$ cat config.mk
export PLATFORM = sky130hd
export DESIGN_NAME = sqe_top
export DESIGN_NICKNAME = d
export VERILOG_FILES = /design/src/hw/sqe_pkg.sv /design/src/hw/sqe_step_ram.sv /design/src/hw/sqe_top.sv
export SDC_FILE = /design/constraint.sdc
export NUM_CORES = 2
export LEC_CHECK = 0
export ABC_AREA = 1
export BUFFER_PORTS_ARGS = -buffer_cell sky130_fd_sc_hd__buf_2
export CORE_MARGIN = 2
export CORE_UTILIZATION = 60
export CTS_BUF_LIST = sky130_fd_sc_hd__clkbuf_8
export DETAILED_ROUTE_END_ITERATION = 8
export GPL_TIMING_DRIVEN = 0
export PLACE_DENSITY_LB_ADDON = 0.2
export SETUP_SLACK_MARGIN = 0.02
export SYNTH_ARGS = -nofsm -noshare
export SYNTH_HDL_FRONTEND = slang
export SYNTH_SLANG_ARGS = --single-unit
$ cat constraint.sdc
create_clock -name core_clk_i -period 7.1 [get_ports core_clk_i]
set_input_delay 0.71 -clock core_clk_i [delete_from_list [all_inputs] [get_ports core_clk_i]]
set_output_delay 0.71 -clock core_clk_i [all_outputs]
set_load 0.02 [all_outputs]
$ cat src/hw/sqe_pkg.sv
package sqe_pkg;
	// ----------------------------------------------------------------
	// register offsets (byte addresses, one word each)
	// ----------------------------------------------------------------
	localparam logic [5:0] SQE_OFS_CTRL = 6'h00;
	localparam logic [5:0] SQE_OFS_UPD_FREQ = 6'h04;
	localparam logic [5:0] SQE_OFS_CNT_MOD = 6'h08;
	localparam logic [5:0] SQE_OFS_ENC_PPR = 6'h0C;
	localparam logic [5:0] SQE_OFS_DRV_RES = 6'h10;
	localparam logic [5:0] SQE_OFS_SCALE = 6'h14;
	localparam logic [5:0] SQE_OFS_DELTA_IN = 6'h18;
	localparam logic [5:0] SQE_OFS_PREV_CNT = 6'h1C;
	localparam logic [5:0] SQE_OFS_FRAC = 6'h20;
	localparam logic [5:0] SQE_OFS_SCALED = 6'h24;
	localparam logic [5:0] SQE_OFS_POS_OUT = 6'h28;
	localparam logic [5:0] SQE_OFS_ACCUM = 6'h2C;
	localparam logic [5:0] SQE_OFS_STATUS = 6'h30;
	// ----------------------------------------------------------------
	// control fields
	// ----------------------------------------------------------------
	localparam int SQE_CTRL_ENABLE_BIT = 0;
	localparam int SQE_CTRL_RESET_BIT = 1;
	localparam int SQE_CTRL_INDEX_BIT = 2;
	// ----------------------------------------------------------------
	// reset values
	// ----------------------------------------------------------------
	localparam logic [31:0] SQE_RST_UPD_FREQ = 32'h0000_0014;
	localparam logic [31:0] SQE_RST_CNT_MOD = 32'h2000_0000;
	localparam logic [31:0] SQE_RST_ENC_PPR = 32'h0000_2000;
	localparam logic [31:0] SQE_RST_DRV_RES = 32'h0001_0000;
	// scale 3.2768 in unsigned 16.16 fixed point
	localparam logic [31:0] SQE_RST_SCALE = 32'h0003_46DC;
	localparam int SQE_SCALE_FRAC_BITS = 16;
	// ----------------------------------------------------------------
	// timing: one quadrature step per update-frequency tick
	// ----------------------------------------------------------------
	localparam int SQE_CLK_MHZ = 10;
endpackage

$ cat src/hw/sqe_step_ram.sv
`timescale 1ns/100ps
// small holding memory for pending step counts, registered read
module sqe_step_ram #(
	parameter int WIDTH = 32,
	parameter int DEPTH = 2
) (
	// clock
	input wire logic core_clk_i,
	// write port
	input wire logic wr_en_i,
	input wire logic [$clog2(DEPTH)-1:0] wr_addr_i,
	input wire logic [WIDTH-1:0] wr_data_i,
	// read port
	input wire logic [$clog2(DEPTH)-1:0] rd_addr_i,
	output logic [WIDTH-1:0] rd_data_o
);
	if (DEPTH < 2 || WIDTH < 1) begin : g_bad_size
		$error("depth must be at least 2 and width at least 1");
	end

	logic [WIDTH-1:0] mem [DEPTH];

	// plain synchronous ram, no reset so it maps to memory cells
	always_ff @(posedge core_clk_i) begin
		if (wr_en_i) begin
			mem[wr_addr_i] <= wr_data_i;
		end
		rd_data_o <= mem[rd_addr_i];
	end
endmodule

$ cat src/hw/sqe_top.sv
// Implementation choices: the Avalon-MM register port and the register addresses.
`timescale 1ns/100ps
// How it works
// - firmware writes a 16-bit sampled position count as the only motion input.
// - pending counts are turned into an A/B quadrature pair.
// - writing 1 to the realtime clear bit zeroes the position accumulator.
// - the update frequency setting in whole MHz, default 20, paces the steps.
// - the position accumulator wraps at the modulus setting, default 536870912.
// - lines per revolution, default 8192, sets the emulated resolution.
// - drive counts per revolution, default 65536, is kept for readback only; scaling uses the scale setting.
// - raw delta is the current sampled count minus the previous one.
// - raw delta times the scale multiplier (default 3.2768) is the scaled delta.
// - the whole part of the scaled delta goes to the quadrature logic; the fraction is kept.
// - each phase leaves as a true and inverted differential pair.
module sqe_top
	import sqe_pkg::*;
#(
	parameter int CLK_MHZ = SQE_CLK_MHZ
) (
	// clock and reset
	input wire logic core_clk_i,
	input wire logic arst_n_i,
	// avalon-mm slave
	input wire logic [5:0] avs_address_i,
	input wire logic avs_read_i,
	input wire logic avs_write_i,
	input wire logic [31:0] avs_writedata_i,
	input wire logic [3:0] avs_byteenable_i,
	output logic [31:0] avs_readdata_o,
	output logic avs_waitrequest_o,
	// encoder outputs
	output logic enc_a_p_o,
	output logic enc_a_n_o,
	output logic enc_b_p_o,
	output logic enc_b_n_o,
	output logic enc_idx_p_o,
	output logic enc_idx_n_o
);
	// ------------------------------------------------------------
	// elaboration checks
	// ------------------------------------------------------------
	if (CLK_MHZ < 1) begin : g_bad_clk
		$error("clock rate must be at least 1 MHz");
	end

	// ------------------------------------------------------------
	// registers
	// ------------------------------------------------------------
	logic enable;
	logic index_type;
	logic [31:0] upd_freq;
	logic [31:0] cnt_mod;
	logic [31:0] enc_ppr;
	logic [31:0] drv_res;
	logic [31:0] scale;
	logic [15:0] curr_sampled_count;
	logic [15:0] prev_sampled_count;
	logic [15:0] frac;
	logic [31:0] scaled;
	logic signed [31:0] pos_out;
	logic [31:0] accum;
	logic signed [31:0] pending;
	logic [1:0] quad;
	logic clr_req;
	logic upd_pulse;
	logic acc_busy;
	logic acc_go;
	logic [31:0] tick_cnt;
	logic [31:0] rev_cnt;
	logic idx_q;
	logic [31:0] ram_q;

	wire logic bus_wr = avs_write_i && !avs_waitrequest_o;
	wire logic bus_rd = avs_read_i && !avs_waitrequest_o;

	function automatic logic [31:0] merge_be(input logic [31:0] old, input logic [31:0] nw, input logic [3:0] be);
		logic [31:0] r;
		r = old;
		for (int i = 0; i < 4; i++) begin
			if (be[i]) begin
				r[i*8 +: 8] = nw[i*8 +: 8];
			end
		end
		return r;
	endfunction

	// ------------------------------------------------------------
	// bus handshake: one wait cycle, then accept
	// ------------------------------------------------------------
	// the wait cycle gives the read mux a registered output
	always_ff @(posedge core_clk_i or negedge arst_n_i) begin
		if (!arst_n_i) begin
			avs_waitrequest_o <= 1'b1;
		end else if ((avs_read_i || avs_write_i) && avs_waitrequest_o) begin
			avs_waitrequest_o <= 1'b0;
		end else begin
			avs_waitrequest_o <= 1'b1;
		end
	end

	// configuration registers
	always_ff @(posedge core_clk_i or negedge arst_n_i) begin
		if (!arst_n_i) begin
			enable <= 1'b0;
			index_type <= 1'b0;
			upd_freq <= SQE_RST_UPD_FREQ;
			cnt_mod <= SQE_RST_CNT_MOD;
			enc_ppr <= SQE_RST_ENC_PPR;
			drv_res <= SQE_RST_DRV_RES;
			scale <= SQE_RST_SCALE;
		end else if (bus_wr) begin
			unique case (avs_address_i)
				SQE_OFS_CTRL: begin
					if (avs_byteenable_i[0]) begin
						enable <= avs_writedata_i[SQE_CTRL_ENABLE_BIT];
						index_type <= avs_writedata_i[SQE_CTRL_INDEX_BIT];
					end
				end
				SQE_OFS_UPD_FREQ: upd_freq <= merge_be(upd_freq, avs_writedata_i, avs_byteenable_i);
				SQE_OFS_CNT_MOD: cnt_mod <= merge_be(cnt_mod, avs_writedata_i, avs_byteenable_i);
				SQE_OFS_ENC_PPR: enc_ppr <= merge_be(enc_ppr, avs_writedata_i, avs_byteenable_i);
				SQE_OFS_DRV_RES: drv_res <= merge_be(drv_res, avs_writedata_i, avs_byteenable_i);
				SQE_OFS_SCALE: scale <= merge_be(scale, avs_writedata_i, avs_byteenable_i);
				default: ;
			endcase
		end
	end

	// realtime clear request, a self-clearing pulse
	always_ff @(posedge core_clk_i or negedge arst_n_i) begin
		if (!arst_n_i) begin
			clr_req <= 1'b0;
		end else begin
			clr_req <= bus_wr && avs_address_i == SQE_OFS_CTRL && avs_byteenable_i[0]
				&& avs_writedata_i[SQE_CTRL_RESET_BIT];
		end
	end

	// delta sample port; needs both low byte lanes
	always_ff @(posedge core_clk_i or negedge arst_n_i) begin
		if (!arst_n_i) begin
			curr_sampled_count <= 16'h0000;
			upd_pulse <= 1'b0;
		end else begin
			upd_pulse <= 1'b0;
			if (bus_wr && avs_address_i == SQE_OFS_DELTA_IN && &avs_byteenable_i[1:0]) begin
				curr_sampled_count <= avs_writedata_i[15:0];
				upd_pulse <= 1'b1;
			end
		end
	end

	// ------------------------------------------------------------
	// delta scaling
	// ------------------------------------------------------------
	logic signed [16:0] raw_delta;
	logic signed [49:0] prod;
	logic signed [49:0] with_frac;
	assign raw_delta = $signed({curr_sampled_count[15], curr_sampled_count}) -
		$signed({prev_sampled_count[15], prev_sampled_count});
	// a 16-bit counter wraps, so fold the difference back into 16 bits
	logic signed [15:0] raw16;
	assign raw16 = raw_delta[15:0];
	// both operands widened first so the product keeps all of its bits
	assign prod = $signed({{34{raw16[15]}}, raw16}) * $signed({18'h0, scale});
	assign with_frac = prod + $signed({34'h0, frac});

	// update: store previous sample, whole part out, keep fraction
	always_ff @(posedge core_clk_i or negedge arst_n_i) begin
		if (!arst_n_i) begin
			prev_sampled_count <= 16'h0000;
			frac <= 16'h0000;
			scaled <= 32'h0000_0000;
			pos_out <= 32'sh0;
		end else if (upd_pulse) begin
			prev_sampled_count <= curr_sampled_count;
			scaled <= with_frac[47:16];
			pos_out <= with_frac[47:16];
			frac <= with_frac[15:0];
		end
	end

	// ------------------------------------------------------------
	// step pacing: upd_freq MHz step rate derived from CLK_MHZ
	// ------------------------------------------------------------
	logic step_tick;
	always_ff @(posedge core_clk_i or negedge arst_n_i) begin
		if (!arst_n_i) begin
			tick_cnt <= 32'h0;
			step_tick <= 1'b0;
		end else begin
			// rates above the core clock saturate at one step per cycle
			if (tick_cnt + upd_freq >= 32'(CLK_MHZ)) begin
				tick_cnt <= 32'h0;
				step_tick <= 1'b1;
			end else begin
				tick_cnt <= tick_cnt + upd_freq;
				step_tick <= 1'b0;
			end
		end
	end

	// each update's whole steps wait in a tiny ram slot, then add into pending
	sqe_step_ram #(.WIDTH(32), .DEPTH(2)) u_ram (
		.core_clk_i(core_clk_i),
		.wr_en_i(upd_pulse),
		.wr_addr_i(1'b0),
		.wr_data_i(with_frac[47:16]),
		.rd_addr_i(1'b0),
		.rd_data_o(ram_q)
	);

	logic stepping;
	assign stepping = enable && step_tick && pending != 0;

	// pending count, accumulator and quadrature state
	always_ff @(posedge core_clk_i or negedge arst_n_i) begin
		if (!arst_n_i) begin
			pending <= 32'sh0;
			acc_busy <= 1'b0;
			acc_go <= 1'b0;
		end else begin
			acc_busy <= upd_pulse;
			// the ram read lags its write by one edge, so add one cycle later
			acc_go <= acc_busy;
			if (acc_go) begin
				pending <= pending + $signed(ram_q) - (stepping ? (pending > 0 ? 32'sd1 : -32'sd1) : 32'sd0);
			end else if (stepping) begin
				pending <= pending > 0 ? pending - 32'sd1 : pending + 32'sd1;
			end
		end
	end

	always_ff @(posedge core_clk_i or negedge arst_n_i) begin
		if (!arst_n_i) begin
			accum <= 32'h0;
			quad <= 2'b00;
			rev_cnt <= 32'h0;
		end else if (clr_req) begin
			accum <= 32'h0;
			rev_cnt <= 32'h0;
		end else if (stepping) begin
			if (pending > 0) begin
				quad <= quad + 2'd1;
				accum <= (accum + 32'd1 >= cnt_mod) ? 32'h0 : accum + 32'd1;
				rev_cnt <= (rev_cnt + 32'd1 >= (enc_ppr << 2)) ? 32'h0 : rev_cnt + 32'd1;
			end else begin
				quad <= quad - 2'd1;
				accum <= (accum == 32'h0) ? cnt_mod - 32'd1 : accum - 32'd1;
				rev_cnt <= (rev_cnt == 32'h0) ? (enc_ppr << 2) - 32'd1 : rev_cnt - 32'd1;
			end
		end
	end

	// index: short marker at rev start, or high for half a revolution
	always_comb begin
		if (index_type) begin
			idx_q = rev_cnt < (enc_ppr << 1);
		end else begin
			idx_q = rev_cnt == 32'h0;
		end
	end

	// ------------------------------------------------------------
	// differential outputs, gray-coded quad: 00,10,11,01 = A leads
	// ------------------------------------------------------------
	always_ff @(posedge core_clk_i or negedge arst_n_i) begin
		if (!arst_n_i) begin
			enc_a_p_o <= 1'b0;
			enc_a_n_o <= 1'b1;
			enc_b_p_o <= 1'b0;
			enc_b_n_o <= 1'b1;
			enc_idx_p_o <= 1'b0;
			enc_idx_n_o <= 1'b1;
		end else begin
			enc_a_p_o <= enable && (quad == 2'd1 || quad == 2'd2);
			enc_a_n_o <= !(enable && (quad == 2'd1 || quad == 2'd2));
			enc_b_p_o <= enable && quad[1];
			enc_b_n_o <= !(enable && quad[1]);
			enc_idx_p_o <= enable && idx_q;
			enc_idx_n_o <= !(enable && idx_q);
		end
	end

	// ------------------------------------------------------------
	// read mux
	// ------------------------------------------------------------
	always_ff @(posedge core_clk_i or negedge arst_n_i) begin
		if (!arst_n_i) begin
			avs_readdata_o <= 32'h0;
		end else if ((avs_read_i) && avs_waitrequest_o) begin
			unique case (avs_address_i)
				SQE_OFS_CTRL: avs_readdata_o <= {29'h0, index_type, 1'b0, enable};
				SQE_OFS_UPD_FREQ: avs_readdata_o <= upd_freq;
				SQE_OFS_CNT_MOD: avs_readdata_o <= cnt_mod;
				SQE_OFS_ENC_PPR: avs_readdata_o <= enc_ppr;
				SQE_OFS_DRV_RES: avs_readdata_o <= drv_res;
				SQE_OFS_SCALE: avs_readdata_o <= scale;
				SQE_OFS_DELTA_IN: avs_readdata_o <= {16'h0, curr_sampled_count};
				SQE_OFS_PREV_CNT: avs_readdata_o <= {16'h0, prev_sampled_count};
				SQE_OFS_FRAC: avs_readdata_o <= {16'h0, frac};
				SQE_OFS_SCALED: avs_readdata_o <= scaled;
				SQE_OFS_POS_OUT: avs_readdata_o <= pos_out;
				SQE_OFS_ACCUM: avs_readdata_o <= accum;
				SQE_OFS_STATUS: avs_readdata_o <= pending;
				default: avs_readdata_o <= 32'h0; // unmapped reads zero
			endcase
		end
	end
endmodule

* Yosys cells after proc, flatten, opt, wreduce, memory -nomap -nowiden
Memories as Yosys holds them, arrays and structs flattened. A register that Yosys moved wholly into a read port is not among the register bits. Index checks and enable logic that the tools add are counted.
Word-level totals: flip-flop bits (word level) 416, memories kept 1, output and inout port bits 39, logic and storage cells 154, bits of input ports 46, RAM bits 64
Memories:
- u_ram.mem | depth 2, width 32, rd ports 1, clocked after memory_dff 1, write ports 1, line sqe_step_ram.sv:21 | logic [WIDTH-1:0] mem [DEPTH];
Operators by class: reductions and logical operators 49, equality and inequality tests 14, bitwise operators 1, multiplexer cells 24, magnitude comparators 5, multipliers 1, $add $sub $neg 15
Operator list (count):
- two-way mux 32 bit | 16
- one-hot mux 32 bit (12 select lines) | 1
- subtractor 32 x 1 -> 32 bit, second input constant | 4
- adder 32 x 1 -> 32 bit, second input constant | 2
- adder 32 bit | 2
- greater-or-equal comparator 32 bit | 2
- zero test 32 bit | 2
- AND reduction 3 bit | 21
- adder 48 x 17 -> 48 bit | 1
- multiplier 16 x 33 -> 48 bit | 1
- adder 32 x 2 -> 32 bit, second input constant | 1
- greater-or-equal comparator 32 x 4 -> 1 bit, second input constant | 1
- greater-than comparator 32 x 1 -> 1 bit, second input constant | 1
- less-than comparator 32 bit | 1
- nonzero test 32 bit | 1
- subtractor 32 x 2 -> 32 bit, second input constant | 1
- subtractor 32 bit | 1
- equality test 6 bit, second input constant | 5
- equality test 6 x 5 -> 1 bit, second input constant | 4
- subtractor 16 bit | 1
- logical AND 1 bit | 13
- equality test 6 x 4 -> 1 bit, second input constant | 2
- equality test 6 x 3 -> 1 bit, second input constant | 1
- zero test 6 bit | 1
- other kinds (12) | 23

* Longest topological paths before layout
depth in word-level cells 6, gate-level depth with buffers 45, gate-level depth less buffers 44

* By module
From an unflattened synthesis, not the netlist that was laid out.
Second synthesis, totals: cell total of the unflattened synthesis 7099, area total of the unflattened synthesis 52540.4 sq um
Modules (own cells, without submodules):
- sqe_top | times used 1, sequential area each 10433.8 sq um, cells an instance 6895, area an instance 49471.2 sq um
- sqe_step_ram | times used 1, sequential area each 2562.5 sq um, cells an instance 204, area an instance 3069.2 sq um

* Least setup slack after synthesis
OpenSTA, ideal clock, no wires.
path type reg-to-reg, start point register curr_sampled_count[0], end point memory u_ram.mem[0][30] (data pin), required time 6.845 ns, path buffers 1, setup time 0.255 ns, setup slack -0.154 ns, arrival time 7.000 ns, period minus slack after synthesis 7.254 ns, stages on the path, launching flop included 42, cells stage by stage dfrtp_1 -> inv_1 -> ha_1 -> inv_1 -> fa_1 -> nand3_1 -> nand2_1 -> nand2_1 -> nand2_1 -> nand2_1 -> nand2_1 -> nand2_1 -> nand2_1 -> a21oi_1 -> inv_1 -> nand2_1 -> nand2_1 -> inv_2 -> (+6 left out) -> fa_1 -> inv_1 -> fa_1 -> fa_1 -> inv_1 -> fa_1 -> inv_1 -> ha_1 -> nand2_1 -> nor2_1 -> inv_1 -> nor2_1 -> and3_1 -> nand3_1 -> nand3_1 -> a21oi_1 -> or2_2 -> and2_1
On the way: cells in the longest elaborated chain, start to end 3
Ends and longest elaborated chain:
- from (decl) | line sqe_top.sv:56 | logic [15:0] curr_sampled_count;
- from (signal assigned) | line sqe_top.sv:147 | curr_sampled_count <= avs_writedata_i[15:0];
- subtractor 16 bit | line sqe_top.sv:159 | assign raw_delta = $signed({curr_sampled_count[15], curr_sampled_count}) -
- multiplier 16 x 33 -> 48 bit | line sqe_top.sv:165 | assign prod = $signed({{34{raw16[15]}}, raw16}) * $signed({18'h0, scale});
- adder 48 x 17 -> 48 bit | line sqe_top.sv:166 | assign with_frac = prod + $signed({34'h0, frac});
- named net u_ram.wr_data_i[30] | line sqe_step_ram.sv:12 | input wire logic [WIDTH-1:0] wr_data_i,
- to (decl) | line sqe_step_ram.sv:21
The timed path passes the listed nets, and every way through them passes these cells.

* Worst setup path in the final report
start point register curr_sampled_count[0], end point memory u_ram.mem[0][29] (data pin)
The elaborated chain is that of the path after synthesis.

==> flow_summary.json <==
{
  "core-area_sq_um": 85010,
  "syn_avg_cell_area_sq_um": 7.358,
  "rr_worst_depth": 32,
  "slowest_stage": "fa_1",
  "insertion_delay_ns": 0.79,
  "grt_pass1_vias": 49220,
  "cp-end-kind": "flop",
  "cp_common_cell": "fa_1",
  "status": "complete, but fails checks",
  "cts_buffers": 81,
  "dieArea_sq_um": 87970,
  "fin_worst_skew_ns": 0.08629,
  "cts_tree": "yes",
  "antenna_found_initial": 6,
  "reg2reg_slack_ns": -0.79,
  "cpPeakStageDelay_ns": 0.55,
  "clk_path_buf_depth": 3,
  "min_from": "avs_write_i",
  "grt_pass1_wl_mm": 301.2,
  "multiInputGateArea_sq_um": 35860,
  "cp.required_ns": 7.57,
  "cp_top_family": "adder cells",
  "grt_setup_unrepaired": "yes",
  "finalHoldViolCount": 0,
  "ys_types": 56,
  "ios": 85,
  "grt_max_degree": 108,
  "drive_gt1_frac": 0.1131,
  "critPathArrivalTime_ns": 8.36,
  "min_path_cells": 2,
  "synth_top_flop_cell": "dfrtp_1",
  "yosys-top-cells-area": "dfrtp_1, fa_1, nand2_1, inv_1, ha_1",
  "yosysWarnings": 0,
  "worst_pin_slew_ns": 1.363,
  "seqCellArea_sq_um": 12040,
  "fin_crit_sh": 1.112,
  "hpwl_mm": 162.8,
  "fin_cells": 8511,
  "drc": 61,
  "hp-class": "primary input to flop",
  "mappedNetlistArea_sq_um": 51370,
  "routabilityCongestion": 1.093,
  "reg2reg_to": "u_ram.mem[0][29]",
  "layout.nets": 8174,
  "layout_common_cells": "nand2_1, inv_1, nor2_1",
  "finalPower_mw": 27.60,
  "crit_type": "flop to flop",
  "cp_max_fo": 10,
  "slew_violations": 0,
  "drt_iter0_markers": 7054,
  "grt_use_total": 0.4648,
  "r2r-start": "curr_sampled_count[0]",
  "setup_tns_ns": -30.41,
  "cap_violations": 0,
  "path_clk_slew_ns": 0.06,
  "start_util": 0.6043,
  "port_buffers": 84,
  "min_to": "avs_waitrequest_o",
  "p_leak_nw": 29.38,
  "min_period_ns": 7.893,
  "cts_sinks": 480,
  "netlist_instances": 6982,
  "path_buf_inv": 12,
  "async_flop_share": 0.8667,
  "area_delta_synth_final_pct": 14.48,
  "final_common_cell": "nand2_1",
  "synth_top_area_frac": 0.1934,
  "power_density_nw_per_um2": 469.3,
  "synth_top_area_cell": "dfrtp_1",
  "vias": 52780,
  "place_inst": 8243,
  "seq_area_frac_synth": 0.2343,
  "max_clock_freq_mhz": 126.7,
  "violations": "design-rule violations, negative setup slack",
  "dieWidth_um": 296.6,
  "ir_worst_vdd_v": 0.0006749,
  "clockRootBuffer": "clkbuf_8",
  "vias_per_cell": 6.201,
  "synth_edf_count": 32,
  "firstDrtPassIters": 9,
  "worst_slack_ns": -0.7926,
  "setup_viol": 64,
  "start_kind": "flop",
  "ys_seq_elements": 480,
  "die_h_um": 296.6,
  "ant_nets": 0,
  "drt-wirelength-per-cell_um": 25.28,
  "nFillCells": 6966,
  "wl_mm": 215.2,
  "grt_overflow_total": 0,
  "rows": 107,
  "htreeDepth": 3,
  "relSlewSlack": 0.08144
}
cells in the mapped netlist, types with 11 or more instances:
master       n
ha_1       362
dfxtp_1     32
nand3b_1    15
xnor2_1     26
nand4_1     91
or2_2       17
nand3_1    319
o211ai_1    24
nand2_1   1593
clkinv_1    11
a21o_1      44
buf_2       16
fa_1       468
dfrtp_1    397
nor2_2      18
xor2_1     131
and2_1      12
o21ai_1     26
o22ai_1     77
edfxtp_1    32
nor2_1     604
clkbuf_1   181
a221oi_1    26
a31oi_1     56
dfstp_2     19
a22oi_1     18
o21bai_1    21
nor4_1      28
nor3_1      78
inv_1     1294
nand2_2     16
o21ai_0    492
buf_1       15
a21oi_1    333
metal layers:
metal | vias to the layer above | global-route usage | wire [um] | part of all wire
met3 | 1164 | 0.1423 | 31090 | 0.14
met1 | 24910 | 0.5983 | 76680 | 0.36
li1 | 22750 | - | - | -
met2 | 3944 | 0.6757 | 88120 | 0.41
met5 | - | 0 | 26 | 0.00012
met4 | 4 | 0.3107 | 19270 | 0.090
worst max-delay path by stage:
stage / start / end / slack [ns] / depth (start not counted)
detailed placement: curr_sampled_count[0] / u_ram.mem[0][26] / -1.91 / 38
CTS: curr_sampled_count[0] / u_ram.mem[0][26] / -0.21 / 40
finish: curr_sampled_count[0] / u_ram.mem[0][29] / -0.79 / 32
global route: prev_sampled_count[3] / u_ram.mem[0][29] / -0.90 / 39
floorplan: curr_sampled_count[0] / u_ram.mem[0][30] / 0.02 / 39
global placement: arst_n_i / tick_cnt[26] / -3.41 / 1
cell families after synthesis:
family / share of synthesized area
AO/OA/AOI/OAI: 0.1258
buffers and inverters: 0.1133
adder cells (fa/ha/maj): 0.2706
XOR/XNOR: 0.02677
flip-flops: 0.2343
AND/OR/NAND/NOR: 0.2292
other: 0.00007300
layout make-up:
| class | count | share of cell area |
|---|---|---|
| multi-input combinational | 4995 | 0.6097 |
| clock inverter | 49 | 0.006000 |
| tap | 1144 | 0.02434 |
| antenna | 3 | 0.0001277 |
| clock buffer | 100 | 0.02340 |
| timing repair inverter | 1 | 0.0001489 |
| inverter | 1315 | 0.08457 |
| timing repair buffer | 205 | 0.02783 |
| buffer | 219 | 0.01917 |
| sequential | 480 | 0.2047 |
sequential cells by signal (all words and copies together) (netlist names), 2 cells and up:
| signal | count |
|---|---|
| pos_out | 32 |
| quad | 2 |
| drv_res | 32 |
| scale | 32 |
| frac | 16 |
| upd_freq | 32 |
| rev_cnt | 32 |
| pending | 32 |
| u_ram.rd_data_o | 32 |
| u_ram.mem | 32 |
| accum | 32 |
| prev_sampled_count | 16 |
| enc_ppr | 32 |
| curr_sampled_count | 16 |
| cnt_mod | 32 |
| tick_cnt | 32 |
| avs_readdata_o | 32 |
stage by stage:
stage          setup slack (ns)  instance area [sq um]  hold slack, ns  utilization
2_1_floorplan           0.02031                  51530          0.3233            -
3_3_place_gp             -3.411                  53390          0.3246       0.6280
3_5_place_dp             -1.908                  53560          0.3269       0.6300
4_1_cts                 -0.2148                  57520          0.1106       0.6766
5_1_grt                 -0.8989                  58800          0.1325       0.6917
6_report                -0.7926                  58810          0.1263       0.6918
power breakdown:
group / leakage, nW / internal (mW) / switching [mW]
sequential: 6.05 / 3.24 / 0.393
clock: 1.00 / 1.37 / 1.31
combinational: 22.3 / 7.46 / 13.8
total: 29.4 / 12.1 / 15.5
worst reg2reg max path, delay by kind of cell, from the launching register on:
kind | cells | cell delay [ns]
and+or+nand+nor | 9 | 1.35
AOI/OAI and AO/OA | 2 | 0.65
adders and majority gates | 9 | 3.87
buffers and inverters | 12 | 1.40
DFF | 1 | 0.39
timing repair:
action	in CTS	in global routing
pin swaps	96	129
endpoints found under the hold margin	45	0
cloned	3	1
hold buffers	1	0
buffers inserted	67	51
setup endpoints to repair	69	67
resized for setup	415	234
(Power assumes the default switching activity.)
